## src/tbp_pkg.sv

```systemverilog
// Shared constants and types for the timer bus-interface and prescaler block.
// Assumes a single 40 MHz system clock and a 16-bit register port.
package tbp_pkg;
    // ==========================================================
    // Sizes
    localparam int DW = 16;
    localparam int AW = 8;
    localparam int NSUB = 4;
    localparam int NTB = 4;
    localparam int CNT_W = 8;
    localparam int TAP_N = 7;
    localparam logic [3:0] PSEL_BASE = 4'h5;
    // ==========================================================
    // Register offsets
    localparam logic [7:0] OFS_CONFIG = 8'h00;
    localparam logic [7:0] OFS_READOUT = 8'h04;
    localparam logic [7:0] OFS_CONTROL = 8'h08;
    localparam logic [7:0] OFS_TEST = 8'h0A;
    localparam logic [7:0] OFS_RSV0 = 8'h0C;
    localparam logic [7:0] OFS_RSV1 = 8'h0E;
    localparam logic [7:0] OFS_EXTSRC = 8'h10;
    // ==========================================================
    // Field positions, masks and reset values
    localparam int CFG_SEL_LO = 0;
    localparam int CFG_SEL_HI = 5;
    localparam int CFG_ARB_LSB = 8;
    localparam int CFG_VEC_LSB = 11;
    localparam logic [15:0] CFG_WMASK = 16'h1F21;
    localparam logic [15:0] CFG_RST = 16'h0000;
    localparam int CTL_RUN = 3;
    localparam int CTL_RATIO = 2;
    localparam int CTL_PSEL_LSB = 0;
    localparam logic [3:0] CTL_RST = 4'h0;
    localparam logic [15:0] READOUT_RST = 16'h0000;
    localparam logic EXT_RST = 1'h0;
    // ==========================================================
    // Types
    typedef struct packed {
        logic [1:0] pend;
        logic [2:0] level;
        logic arb_hi;
        logic [5:0] vec;
    } tbp_sub_t;
    typedef struct packed {
        logic valid;
        logic [2:0] level;
        logic [3:0] arb_num;
    } tbp_ackcyc_t;
    typedef struct packed {
        logic hit;
        logic [7:0] vector;
        logic [1:0] winner;
    } tbp_resp_t;
    // ==========================================================
    // A submodule requests at a given level
    function automatic logic sub_wants(tbp_sub_t s, logic [2:0] lvl);
        return (|s.pend) && (s.level == lvl) && (lvl != 3'h0);
    endfunction
endpackage

```

## src/tbp_top.sv

```systemverilog
// Timer bus interface: configuration, time-base readout, prescaler, interrupt arbitration.
// Assumes a same-clock register master; FREEZE, TEST_MODE and EXT_CLK_IN are asynchronous pins.
module tbp_top import tbp_pkg::*; (
    input wire logic CLK,
    input wire logic RESET_N,
    input wire logic [AW-1:0] ADDR,
    input wire logic [DW-1:0] WDATA,
    input wire logic WR,
    input wire logic RD,
    output logic [DW-1:0] RDATA,
    input wire logic FREEZE,
    input wire logic TEST_MODE,
    input wire logic EXT_CLK_IN,
    input wire logic [NTB-1:0][DW-1:0] TB_BUS,
    input tbp_sub_t [NSUB-1:0] SUB,
    input tbp_ackcyc_t ACK_CYC,
    output logic [TAP_N-1:0] TAPS,
    output logic [6:0] IRQ,
    output tbp_resp_t RESP
);
    // ==========================================================
    // Pin synchronisers
    logic frz_m_r, frz_r, tst_m_r, tst_r, ext_m_r, ext_r, ext_d_r;

    always_ff @(posedge CLK or negedge RESET_N) begin
        if (!RESET_N) begin
            frz_m_r <= 1'b0;
            frz_r <= 1'b0;
            tst_m_r <= 1'b0;
            tst_r <= 1'b0;
            ext_m_r <= 1'b0;
            ext_r <= 1'b0;
            ext_d_r <= 1'b0;
        end else begin
            frz_m_r <= FREEZE;
            frz_r <= frz_m_r;
            tst_m_r <= TEST_MODE;
            tst_r <= tst_m_r;
            ext_m_r <= EXT_CLK_IN;
            ext_r <= ext_m_r;
            ext_d_r <= ext_r;
        end
    end

    // ==========================================================
    // Register file
    logic [DW-1:0] cfg_r, cfg_nxt;
    logic [3:0] ctl_r, ctl_nxt;
    logic [DW-1:0] readout_r, readout_nxt;
    logic hold_r, hold_nxt;
    logic ext_fall_r, ext_fall_nxt;
    logic [1:0] bus_sel;
    logic [2:0] arb_id;
    logic [1:0] vec_base;
    logic [DW-1:0] tb_view;

    always_comb begin
        bus_sel = {cfg_r[CFG_SEL_HI], cfg_r[CFG_SEL_LO]};
        arb_id = cfg_r[CFG_ARB_LSB +: 3];
        vec_base = cfg_r[CFG_VEC_LSB +: 2];
        tb_view = hold_r ? readout_r : TB_BUS[bus_sel];
        cfg_nxt = cfg_r;
        ctl_nxt = ctl_r;
        readout_nxt = readout_r;
        hold_nxt = hold_r && tst_r;
        ext_fall_nxt = ext_fall_r;
        // Writes are taken regardless of freeze
        if (WR) begin
            unique case (ADDR)
                OFS_CONFIG: cfg_nxt = WDATA & CFG_WMASK;
                OFS_CONTROL: ctl_nxt = WDATA[3:0];
                OFS_EXTSRC: ext_fall_nxt = WDATA[0];
                OFS_READOUT: begin
                    if (tst_r) begin
                        readout_nxt = WDATA;
                        hold_nxt = 1'b1;
                    end
                end
                default: ;
            endcase
        end
    end

    always_ff @(posedge CLK or negedge RESET_N) begin
        if (!RESET_N) begin
            cfg_r <= CFG_RST;
            ctl_r <= CTL_RST;
            readout_r <= READOUT_RST;
            hold_r <= 1'b0;
            ext_fall_r <= EXT_RST;
        end else begin
            cfg_r <= cfg_nxt;
            ctl_r <= ctl_nxt;
            readout_r <= readout_nxt;
            hold_r <= hold_nxt;
            ext_fall_r <= ext_fall_nxt;
        end
    end

    // ==========================================================
    // Prescaler and arbiter
    logic [5:0] ps_taps;
    tbp_resp_t arb_resp;

    tbp_prescaler u_prescaler (
        .clk(CLK),
        .reset_n(RESET_N),
        .run(ctl_r[CTL_RUN]),
        .ratio3(ctl_r[CTL_RATIO]),
        .psel(ctl_r[CTL_PSEL_LSB +: 2]),
        .frozen(frz_r),
        .taps(ps_taps)
    );

    tbp_arbiter u_arbiter (
        .subs(SUB),
        .ack_cyc(ACK_CYC),
        .arb_id(arb_id),
        .vec_base(vec_base),
        .resp(arb_resp)
    );

    // ==========================================================
    // Output registers
    logic [DW-1:0] rdata_r, rdata_nxt;
    logic [TAP_N-1:0] taps_r, taps_nxt;
    logic [6:0] irq_r, irq_nxt;
    tbp_resp_t resp_r, resp_nxt;
    logic ext_edge;

    always_comb begin
        rdata_nxt = '0;
        // Reserved locations and the test register read as zero
        if (RD) begin
            unique case (ADDR)
                OFS_CONFIG: rdata_nxt = cfg_r;
                OFS_READOUT: rdata_nxt = tb_view;
                OFS_CONTROL: rdata_nxt = {12'h000, ctl_r};
                OFS_EXTSRC: rdata_nxt = {15'h0000, ext_fall_r};
                default: rdata_nxt = '0;
            endcase
        end
        ext_edge = ext_fall_r ? (ext_d_r && !ext_r) : (!ext_d_r && ext_r);
        taps_nxt = {ext_edge, ps_taps};
        for (int l = 1; l < 8; l++) begin
            irq_nxt[l-1] = 1'b0;
            for (int i = 0; i < NSUB; i++) begin
                if (sub_wants(SUB[i], 3'(l))) begin
                    irq_nxt[l-1] = 1'b1;
                end
            end
        end
        resp_nxt = arb_resp;
    end

    always_ff @(posedge CLK or negedge RESET_N) begin
        if (!RESET_N) begin
            rdata_r <= '0;
            taps_r <= '0;
            irq_r <= '0;
            resp_r <= '0;
        end else begin
            rdata_r <= rdata_nxt;
            taps_r <= taps_nxt;
            irq_r <= irq_nxt;
            resp_r <= resp_nxt;
        end
    end

    assign RDATA = rdata_r;
    assign TAPS = taps_r;
    assign IRQ = irq_r;
    assign RESP = resp_r;
endmodule

```

## src/tbp_prescaler.sv

```systemverilog
// Prescaler divider chain producing single-cycle tap enables.
// Assumes run, ratio and freeze are already in the system clock domain.
module tbp_prescaler import tbp_pkg::*; (
    input wire logic clk,
    input wire logic reset_n,
    input wire logic run,
    input wire logic ratio3,
    input wire logic [1:0] psel,
    input wire logic frozen,
    output logic [5:0] taps
);
    logic [1:0] stage_r, stage_nxt;
    logic [CNT_W-1:0] chain_r, chain_nxt;
    logic stage_end, tick;

    function automatic logic low_ones(logic [CNT_W-1:0] v, logic [3:0] n);
        logic [CNT_W:0] m;
        m = (9'h001 << n) - 9'h001;
        return (v & m[CNT_W-1:0]) == m[CNT_W-1:0];
    endfunction

    // ==========================================================
    // Divider state
    always_comb begin
        stage_end = ratio3 ? (stage_r >= 2'h2) : (stage_r >= 2'h1);
        tick = run && !frozen && stage_end;
        stage_nxt = stage_r;
        chain_nxt = chain_r;
        if (!run) begin
            stage_nxt = 2'h0;
            chain_nxt = '0;
        end else if (!frozen) begin
            stage_nxt = stage_end ? 2'h0 : stage_r + 2'h1;
            if (stage_end) begin
                chain_nxt = chain_r + 8'h01;
            end
        end
        taps[0] = tick;
        for (int k = 1; k < 5; k++) begin
            taps[k] = tick && low_ones(chain_r, 4'(k));
        end
        taps[5] = tick && low_ones(chain_r, PSEL_BASE + {2'h0, psel});
    end

    always_ff @(posedge clk or negedge reset_n) begin
        if (!reset_n) begin
            stage_r <= 2'h0;
            chain_r <= '0;
        end else begin
            stage_r <= stage_nxt;
            chain_r <= chain_nxt;
        end
    end
endmodule

```

## src/tbp_arbiter.sv

```systemverilog
// Picks the responding submodule during an interrupt acknowledge cycle.
// Purely combinational; the caller registers the answer.
module tbp_arbiter import tbp_pkg::*; (
    input tbp_sub_t [NSUB-1:0] subs,
    input tbp_ackcyc_t ack_cyc,
    input wire logic [2:0] arb_id,
    input wire logic [1:0] vec_base,
    output tbp_resp_t resp
);
    // ==========================================================
    // Lowest address wins; cause 0 outranks cause 1
    always_comb begin
        resp = '0;
        for (int i = NSUB - 1; i >= 0; i--) begin
            if (ack_cyc.valid && arb_id != 3'h0 && sub_wants(subs[i], ack_cyc.level)
                && ack_cyc.arb_num == {subs[i].arb_hi, arb_id}) begin
                resp.hit = 1'b1;
                resp.winner = 2'(i);
                resp.vector = {vec_base, subs[i].vec[5:1], !subs[i].pend[0]};
            end
        end
    end
endmodule

```

## config.mk

```make
export PLATFORM = sky130hd
export DESIGN_NAME = tbp_top
export DESIGN_NICKNAME = d
export VERILOG_FILES = /design/src/tbp_pkg.sv /design/src/tbp_top.sv /design/src/tbp_prescaler.sv /design/src/tbp_arbiter.sv
export SDC_FILE = /design/constraint.sdc
export NUM_CORES = 1
export LEC_CHECK = 0
export ABC_AREA = 0
export BUFFER_PORTS_ARGS = -buffer_cell sky130_fd_sc_hd__buf_2
export CAP_MARGIN = 25
export CORE_MARGIN = 2
export CORE_UTILIZATION = 48
export CTS_CLUSTER_SIZE = 24
export DETAILED_ROUTE_END_ITERATION = 8
export GPL_TIMING_DRIVEN = 0
export MAX_ROUTING_LAYER = met4
export PLACE_DENSITY = 0.88
export SYNTH_ARGS = -nofsm -noshare
export SYNTH_HDL_FRONTEND = slang
export SYNTH_SLANG_ARGS = --single-unit
```

## constraint.sdc

```tcl
create_clock -name CLK -period 2.2 [get_ports CLK]
set_input_delay 0.55 -clock CLK [delete_from_list [all_inputs] [get_ports CLK]]
set_output_delay 0.55 -clock CLK [all_outputs]
set_load 0.01 [all_outputs]
```

## Yosys cells after proc, flatten, opt, wreduce, memory -nomap -nowiden

Index checks and enable logic that the tools add are counted.

- Add/sub/neg operators: 4
- Magnitude comparators: 3
- Eq/ne operators: 45
- Shift-type cells: 1
- Muxes and demuxes: 48
- Bitwise gates (word level): 1
- Reductions and logical operators: 74

Operator list:

| operator | number |
|---|---|
| one-hot mux 16 bit (4 select lines) | 1 |
| logical AND 1 bit | 55 |
| == test 3 bit (second input constant) | 17 |
| 2-to-1 mux 16 bit | 3 |
| 2-to-1 mux 11 bit | 4 |
| 2-to-1 mux 1 bit | 33 |
| binary-select mux 16 bit (select 2 bit) | 1 |
| == test 3 x 2 -> 1 bit (second input constant) | 8 |
| 2-to-1 mux 8 bit | 3 |
| == test 4 bit | 4 |
| == test 3 x 1 -> 1 bit (second input constant) | 4 |
| == test 3 bit | 4 |
| adder 8 x 1 -> 8 bit (second input constant) | 1 |
| AND 8 bit | 1 |
| == test 8 x 3 -> 1 bit (second input constant) | 1 |
| == test 8 x 4 -> 1 bit (second input constant) | 1 |
| == test 8 x 5 -> 1 bit (second input constant) | 1 |
| == test 8 bit | 1 |
| zero test 8 bit | 1 |
| AND reduction 2 bit | 4 |
| OR reduction 2 bit | 4 |
| << shifter 1 x 4 -> 8 bit (first input constant) | 1 |
| subtractor 8 x 1 -> 8 bit (second input constant) | 1 |
| zero test 1 bit | 7 |
| 12 further kinds | 15 |

- Flip-flop bits (word level): 87
- Output and inout bits: 41
- Word-level logic and storage cells: 196

## Logic depth before layout (Yosys ltp)

- Word-level depth: 9
- Depth in mapped cells: 9

## Cells and area by module

A second synthesis with hierarchy kept.

- Cell total of the unflattened synthesis: 395
- Area total of the unflattened synthesis: 4679.5 sq um

By module, submodules not included:

| module | instances | cells each | area each (sq um) | sequential area each (sq um) |
|---|---|---|---|---|
| tbp_top | 1 | 235 | 3390.8 | 1926.8 |
| tbp_arbiter | 1 | 89 | 670.6 | 0.0 |
| tbp_prescaler | 1 | 71 | 618.1 | 250.2 |

## Worst setup path after synthesis

No wires, ideal clock.

- Path type: in2reg
- From: in ADDR[1]
- To: reg cfg_r[0]
- Setup time: 125 ps
- Arrival: 1981 ps
- Slack: 94 ps
- Stages on the path: 5
- Cell sequence: or4_4 -> or3_4 -> nor2_4 -> nand2_4 -> mux2_4

- Cells in the longest elaborated chain, start to end: 2

Ends and longest elaborated chain:

| item | RTL line | source |
|---|---|---|
| from (decl) | tbp_top.sv:6 | `input wire logic [AW-1:0] ADDR,` |
| zero test 8 bit | tbp_top.sv:69 | `unique case (ADDR)` |
| AND reduction 2 bit (no source line) | -- |  |
| to (signal assigned) | tbp_top.sv:92 | `cfg_r <= cfg_nxt;` |
| to (decl) | tbp_top.sv:47 | `logic [DW-1:0] cfg_r, cfg_nxt;` |

Every way passes these cells.
A chain may end at the register's enable or synchronous reset.

## Worst setup path in the final report

- From: in ADDR[1]
- To: reg rdata_r[4] (netlist: RDATA[4])

- Cells in the longest elaborated chain, start to end: 3

Ends and longest elaborated chain:

| item | RTL line | source |
|---|---|---|
| == test 8 x 5 -> 1 bit (tied with other cells) | tbp_top.sv:135 | `unique case (ADDR)` |
| one-hot mux 16 bit (4 select lines) (*) | tbp_top.sv:135 |  |
| 2-to-1 mux 16 bit (*) | tbp_top.sv:134 | `if (RD) begin` |
| net rdata_nxt[4] | tbp_top.sv:125 | `logic [DW-1:0] rdata_r, rdata_nxt;` |
| to (signal assigned) | tbp_top.sv:163 | `rdata_r <= rdata_nxt;` |
| to (decl) | tbp_top.sv:125 |  |

The timed path passes the listed nets; every way through them passes the cells marked *.

==> impl_metrics.py <==
metrics = {
    "yosys": {
        "ys_warn_count": 0,
        "synth_compound_gate_area_share": 0.0742,
        "syn_area_per_cell_um2": 11.9,
        "synth_enable_flop_cells": 0,
        "synth_cells": 384,
        "synthArstFlopShare": 1.00,
        "synthDistinctLibCells": 60,
        "synth_seq_cells": 87,
        "synthXorXnorAreaFrac": 0.0460,
        "synthSimpleGateAreaFrac": 0.164,
        "synth_area_um2": 4570,
        "ys_seq_area_frac": 0.477,
        "yosysTopAreaCellShare": 0.477,
        "synthTopCellsByCount": "87 x dfrtp_1, 32 x nor2_1, 25 x mux2_2, 19 x xnor2_1, 16 x mux4_2",
        "yosysMostFrequentCell": "dfrtp_1",
        "synthTopCellsByArea": "dfrtp_1 48%, mux4_2 7.9%, mux2_2 6.2%",
        "synthMuxAreaShare": 0.200,
        "synthAdderAreaFrac": 0.0137,
        "synth_ff_type": "dfrtp_1",
        "synth_top_family_by_area": "multiplexers",
        "synth_nets": 540,
        "yosys.area.top_type": "dfrtp_1",
    },
    "detailed_routing": {
        "via_per_inst": 5.53,
        "route.vias.total": 3936,
        "wire_per_inst_um": 17.3,
        "totalWireLength_mm": 12.3,
        "first_iter_violations": 164,
        "ant_nets": 0,
        "first_pass_iters": 4,
        "drcViolationCount": 0,
    },
    "worst_setup_path": {
        "path_delay_family": "simple AND/OR/NAND/NOR gates",
        "cp_cell_sequence": "buf_2 -> or4_4 -> nor2_2 -> nand2_1 -> nor3_1 -> buf_4 -> nand2_1 -> nor2_1",
        "crit_top_cell": "nand2_1",
        "end_kind": "flop",
        "critPathBufInv": 2,
        "worst_path_max_delay_cell": "or4_4",
        "crit_fanout": 10,
        "critPathArrivalTime_ps": 2310,
        "crit_required_ps": 2480,
        "slowest_delay_ps": 530,
        "start_kind": "input port",
        "worstSetupPathType": "in2reg",
    },
    "floorplan": {
        "die_x_um": 102,
        "initial_utilization": 0.494,
        "die_h_um": 102,
        "rows": 35,
        "fp.coreArea_um2": 9240,
        "pin_count": 192,
        "dieArea_um2": 10300,
    },
    "cts": {
        "clk_latency_ps": 360,
        "clk_pin_slew_ps": 90,
        "clockBufferDepth": 2,
        "post_cts_buffers": 0,
        "cts_tree": "yes",
        "cts-root-buf": "clkbuf_8",
        "cts_made_buffers": 9,
        "cts.sinks": 87,
        "htree_levels": 3,
    },
    "layout": {
        "fin_nets": 732,
        "finalNonFillerCells": 712,
        "drive_gt1_frac": 0.465,
        "ff_latch_area_um2": 2180,
        "syn2layout_area_growth_pct": 29.7,
        "final_area_um2": 5920,
        "fin_util": 0.641,
        "n_fill_cell": 758,
        "multiInputGateArea_um2": 2280,
    },
    "global_routing": {
        "grt_first_pass_wirelength_mm": 19.3,
        "antenna_found_initial": 1,
        "grt_pass1_vias": 4019,
        "grt-ovfl-total": 0,
        "grtUsageTotal": 0.253,
        "grt_max_degree": 62,
    },
    "outcome": {
        "status": "completed",
    },
    "timing": {
        "grt_setup_unrepaired": "false",
        "hold_viol_final": 0,
        "setup_viol": 0,
        "worst_pin_slew_ps": 957,
        "slew-limit-headroom": 0.360,
        "post-route-min-period_ps": 2020,
        "slew_viol_final": 0,
        "max_clock_freq_ghz": 0.494,
        "clock_skew_ps": 9.60,
        "fin_crit_sh": 0.920,
    },
    "power": {
        "powerDensity_nw_per_um2": 590,
        "p_leak_uw": 0.00294,
        "total_power_uw": 3500,
        "ir_worst_vdd_uv": 286,
    },
    "placement": {
        "portBuffers": 181,
        "gp_congestion": 0.925,
        "placed_cell_area_um2": 5660,
        "dp_hpwl_mm": 9.73,
        "placed_cells": 695,
    },
    "job": {
        "max_cap_violations": 0,
    },
    "min_path": {
        "min_path_type": "in2async",
    },
}
==> state kept, by name, indices dropped and copies added, names as in the netlist <==
signal,flops
RDATA,16
readout_r,16
RESP,11
u_prescaler.chain_r,8
IRQ,7
TAPS,7
cfg_r,7
ctl_r,4
u_prescaler.stage_r,2
ext_d_r,1
ext_fall_r,1
ext_m_r,1
ext_r,1
frz_m_r,1
frz_r,1
hold_r,1
tst_m_r,1
tst_r,1
==> through the flow <==
step                setup TNS, ps  hold WS, ps  worst slack (ps)
floorplan                       0          254              94.1
global placement           -10280          335              -149
finish                          0         95.6               175
detailed placement          -4430          336              -181
CTS                             0         97.8              23.3
global route                    0          117              55.6
==> metal layers <==
metal | GRT usage | wire [µm] | part of all wire | vias up
li1 | - | - | - | 1790
met4 | 0.136 | 488 | 0.040 | 0
met5 | - | 0 | 0 | -
met1 | 0.293 | 4690 | 0.38 | 1879
met3 | 0.0449 | 955 | 0.077 | 39
met2 | 0.420 | 6200 | 0.50 | 228
==> worst paths after layout <==
path	startpoint	to	slack, ps	cells past startpoint
setup / recovery	ADDR[1]	RDATA[4]	180	8
hold / removal	RESET_N	TAPS[0]	100	1
setup reg to reg	cfg_r[0]	RDATA[12]	180	6
hold reg to reg	frz_m_r	frz_r	360	0
max in group asynchronous	RESET_N	IRQ[3]	1490	2
min in group CLK	EXT_CLK_IN	ext_m_r	290	1
==> logic make-up after synthesis <==
family                   Yosys count
AND/OR/NAND/NOR                  129
flip-flops                        87
multiplexers                      64
AO/OA/AOI/OAI                     48
buffers and inverters             27
XOR/XNOR                          24
adder cells (fa/ha/maj)            5
==> where the power goes <==
part	leakage [µW]	switching (µW)	internal (µW)
Clock	0.000121	588	765
Combinational	0.00163	232	246
Sequential	0.00118	27.3	1640
Total	0.00294	847	2650
==> what timing repair did <==
| item | in CTS | in global routing |
|---|---|---|
| resized for setup | 2 | 5 |
| hold buffers | 0 | 0 |
| endpoints found under the hold margin | 0 | 0 |
| setup endpoints to repair | 2 | 7 |
==> area by class of cell <==
cell class | instances | share of cell area
antenna | 2 | 0.000845
buffer | 16 | 0.0139
clock buffer | 10 | 0.0215
clock inverter | 6 | 0.0196
inverter | 10 | 0.00634
multi-input combinational | 270 | 0.385
sequential | 87 | 0.367
tap | 129 | 0.0272
timing repair buffer | 182 | 0.158
==> layout by cell type (no fill, tap or decap), types with 9 or more instances in the layout <==
cell type,synthesis,layout
mux2_2,25,25
nor3_1,13,13
inv_1,9,9
clkbuf_8,0,9
o21ai_0,13,13
xnor2_1,19,19
dfrtp_1,87,87
a22oi_1,10,10
mux4_2,16,16
nor2_1,32,32
buf_2,6,183
nand2_1,13,13
mux2i_1,10,10
No activity file was read; power rests on OpenSTA's default activity.
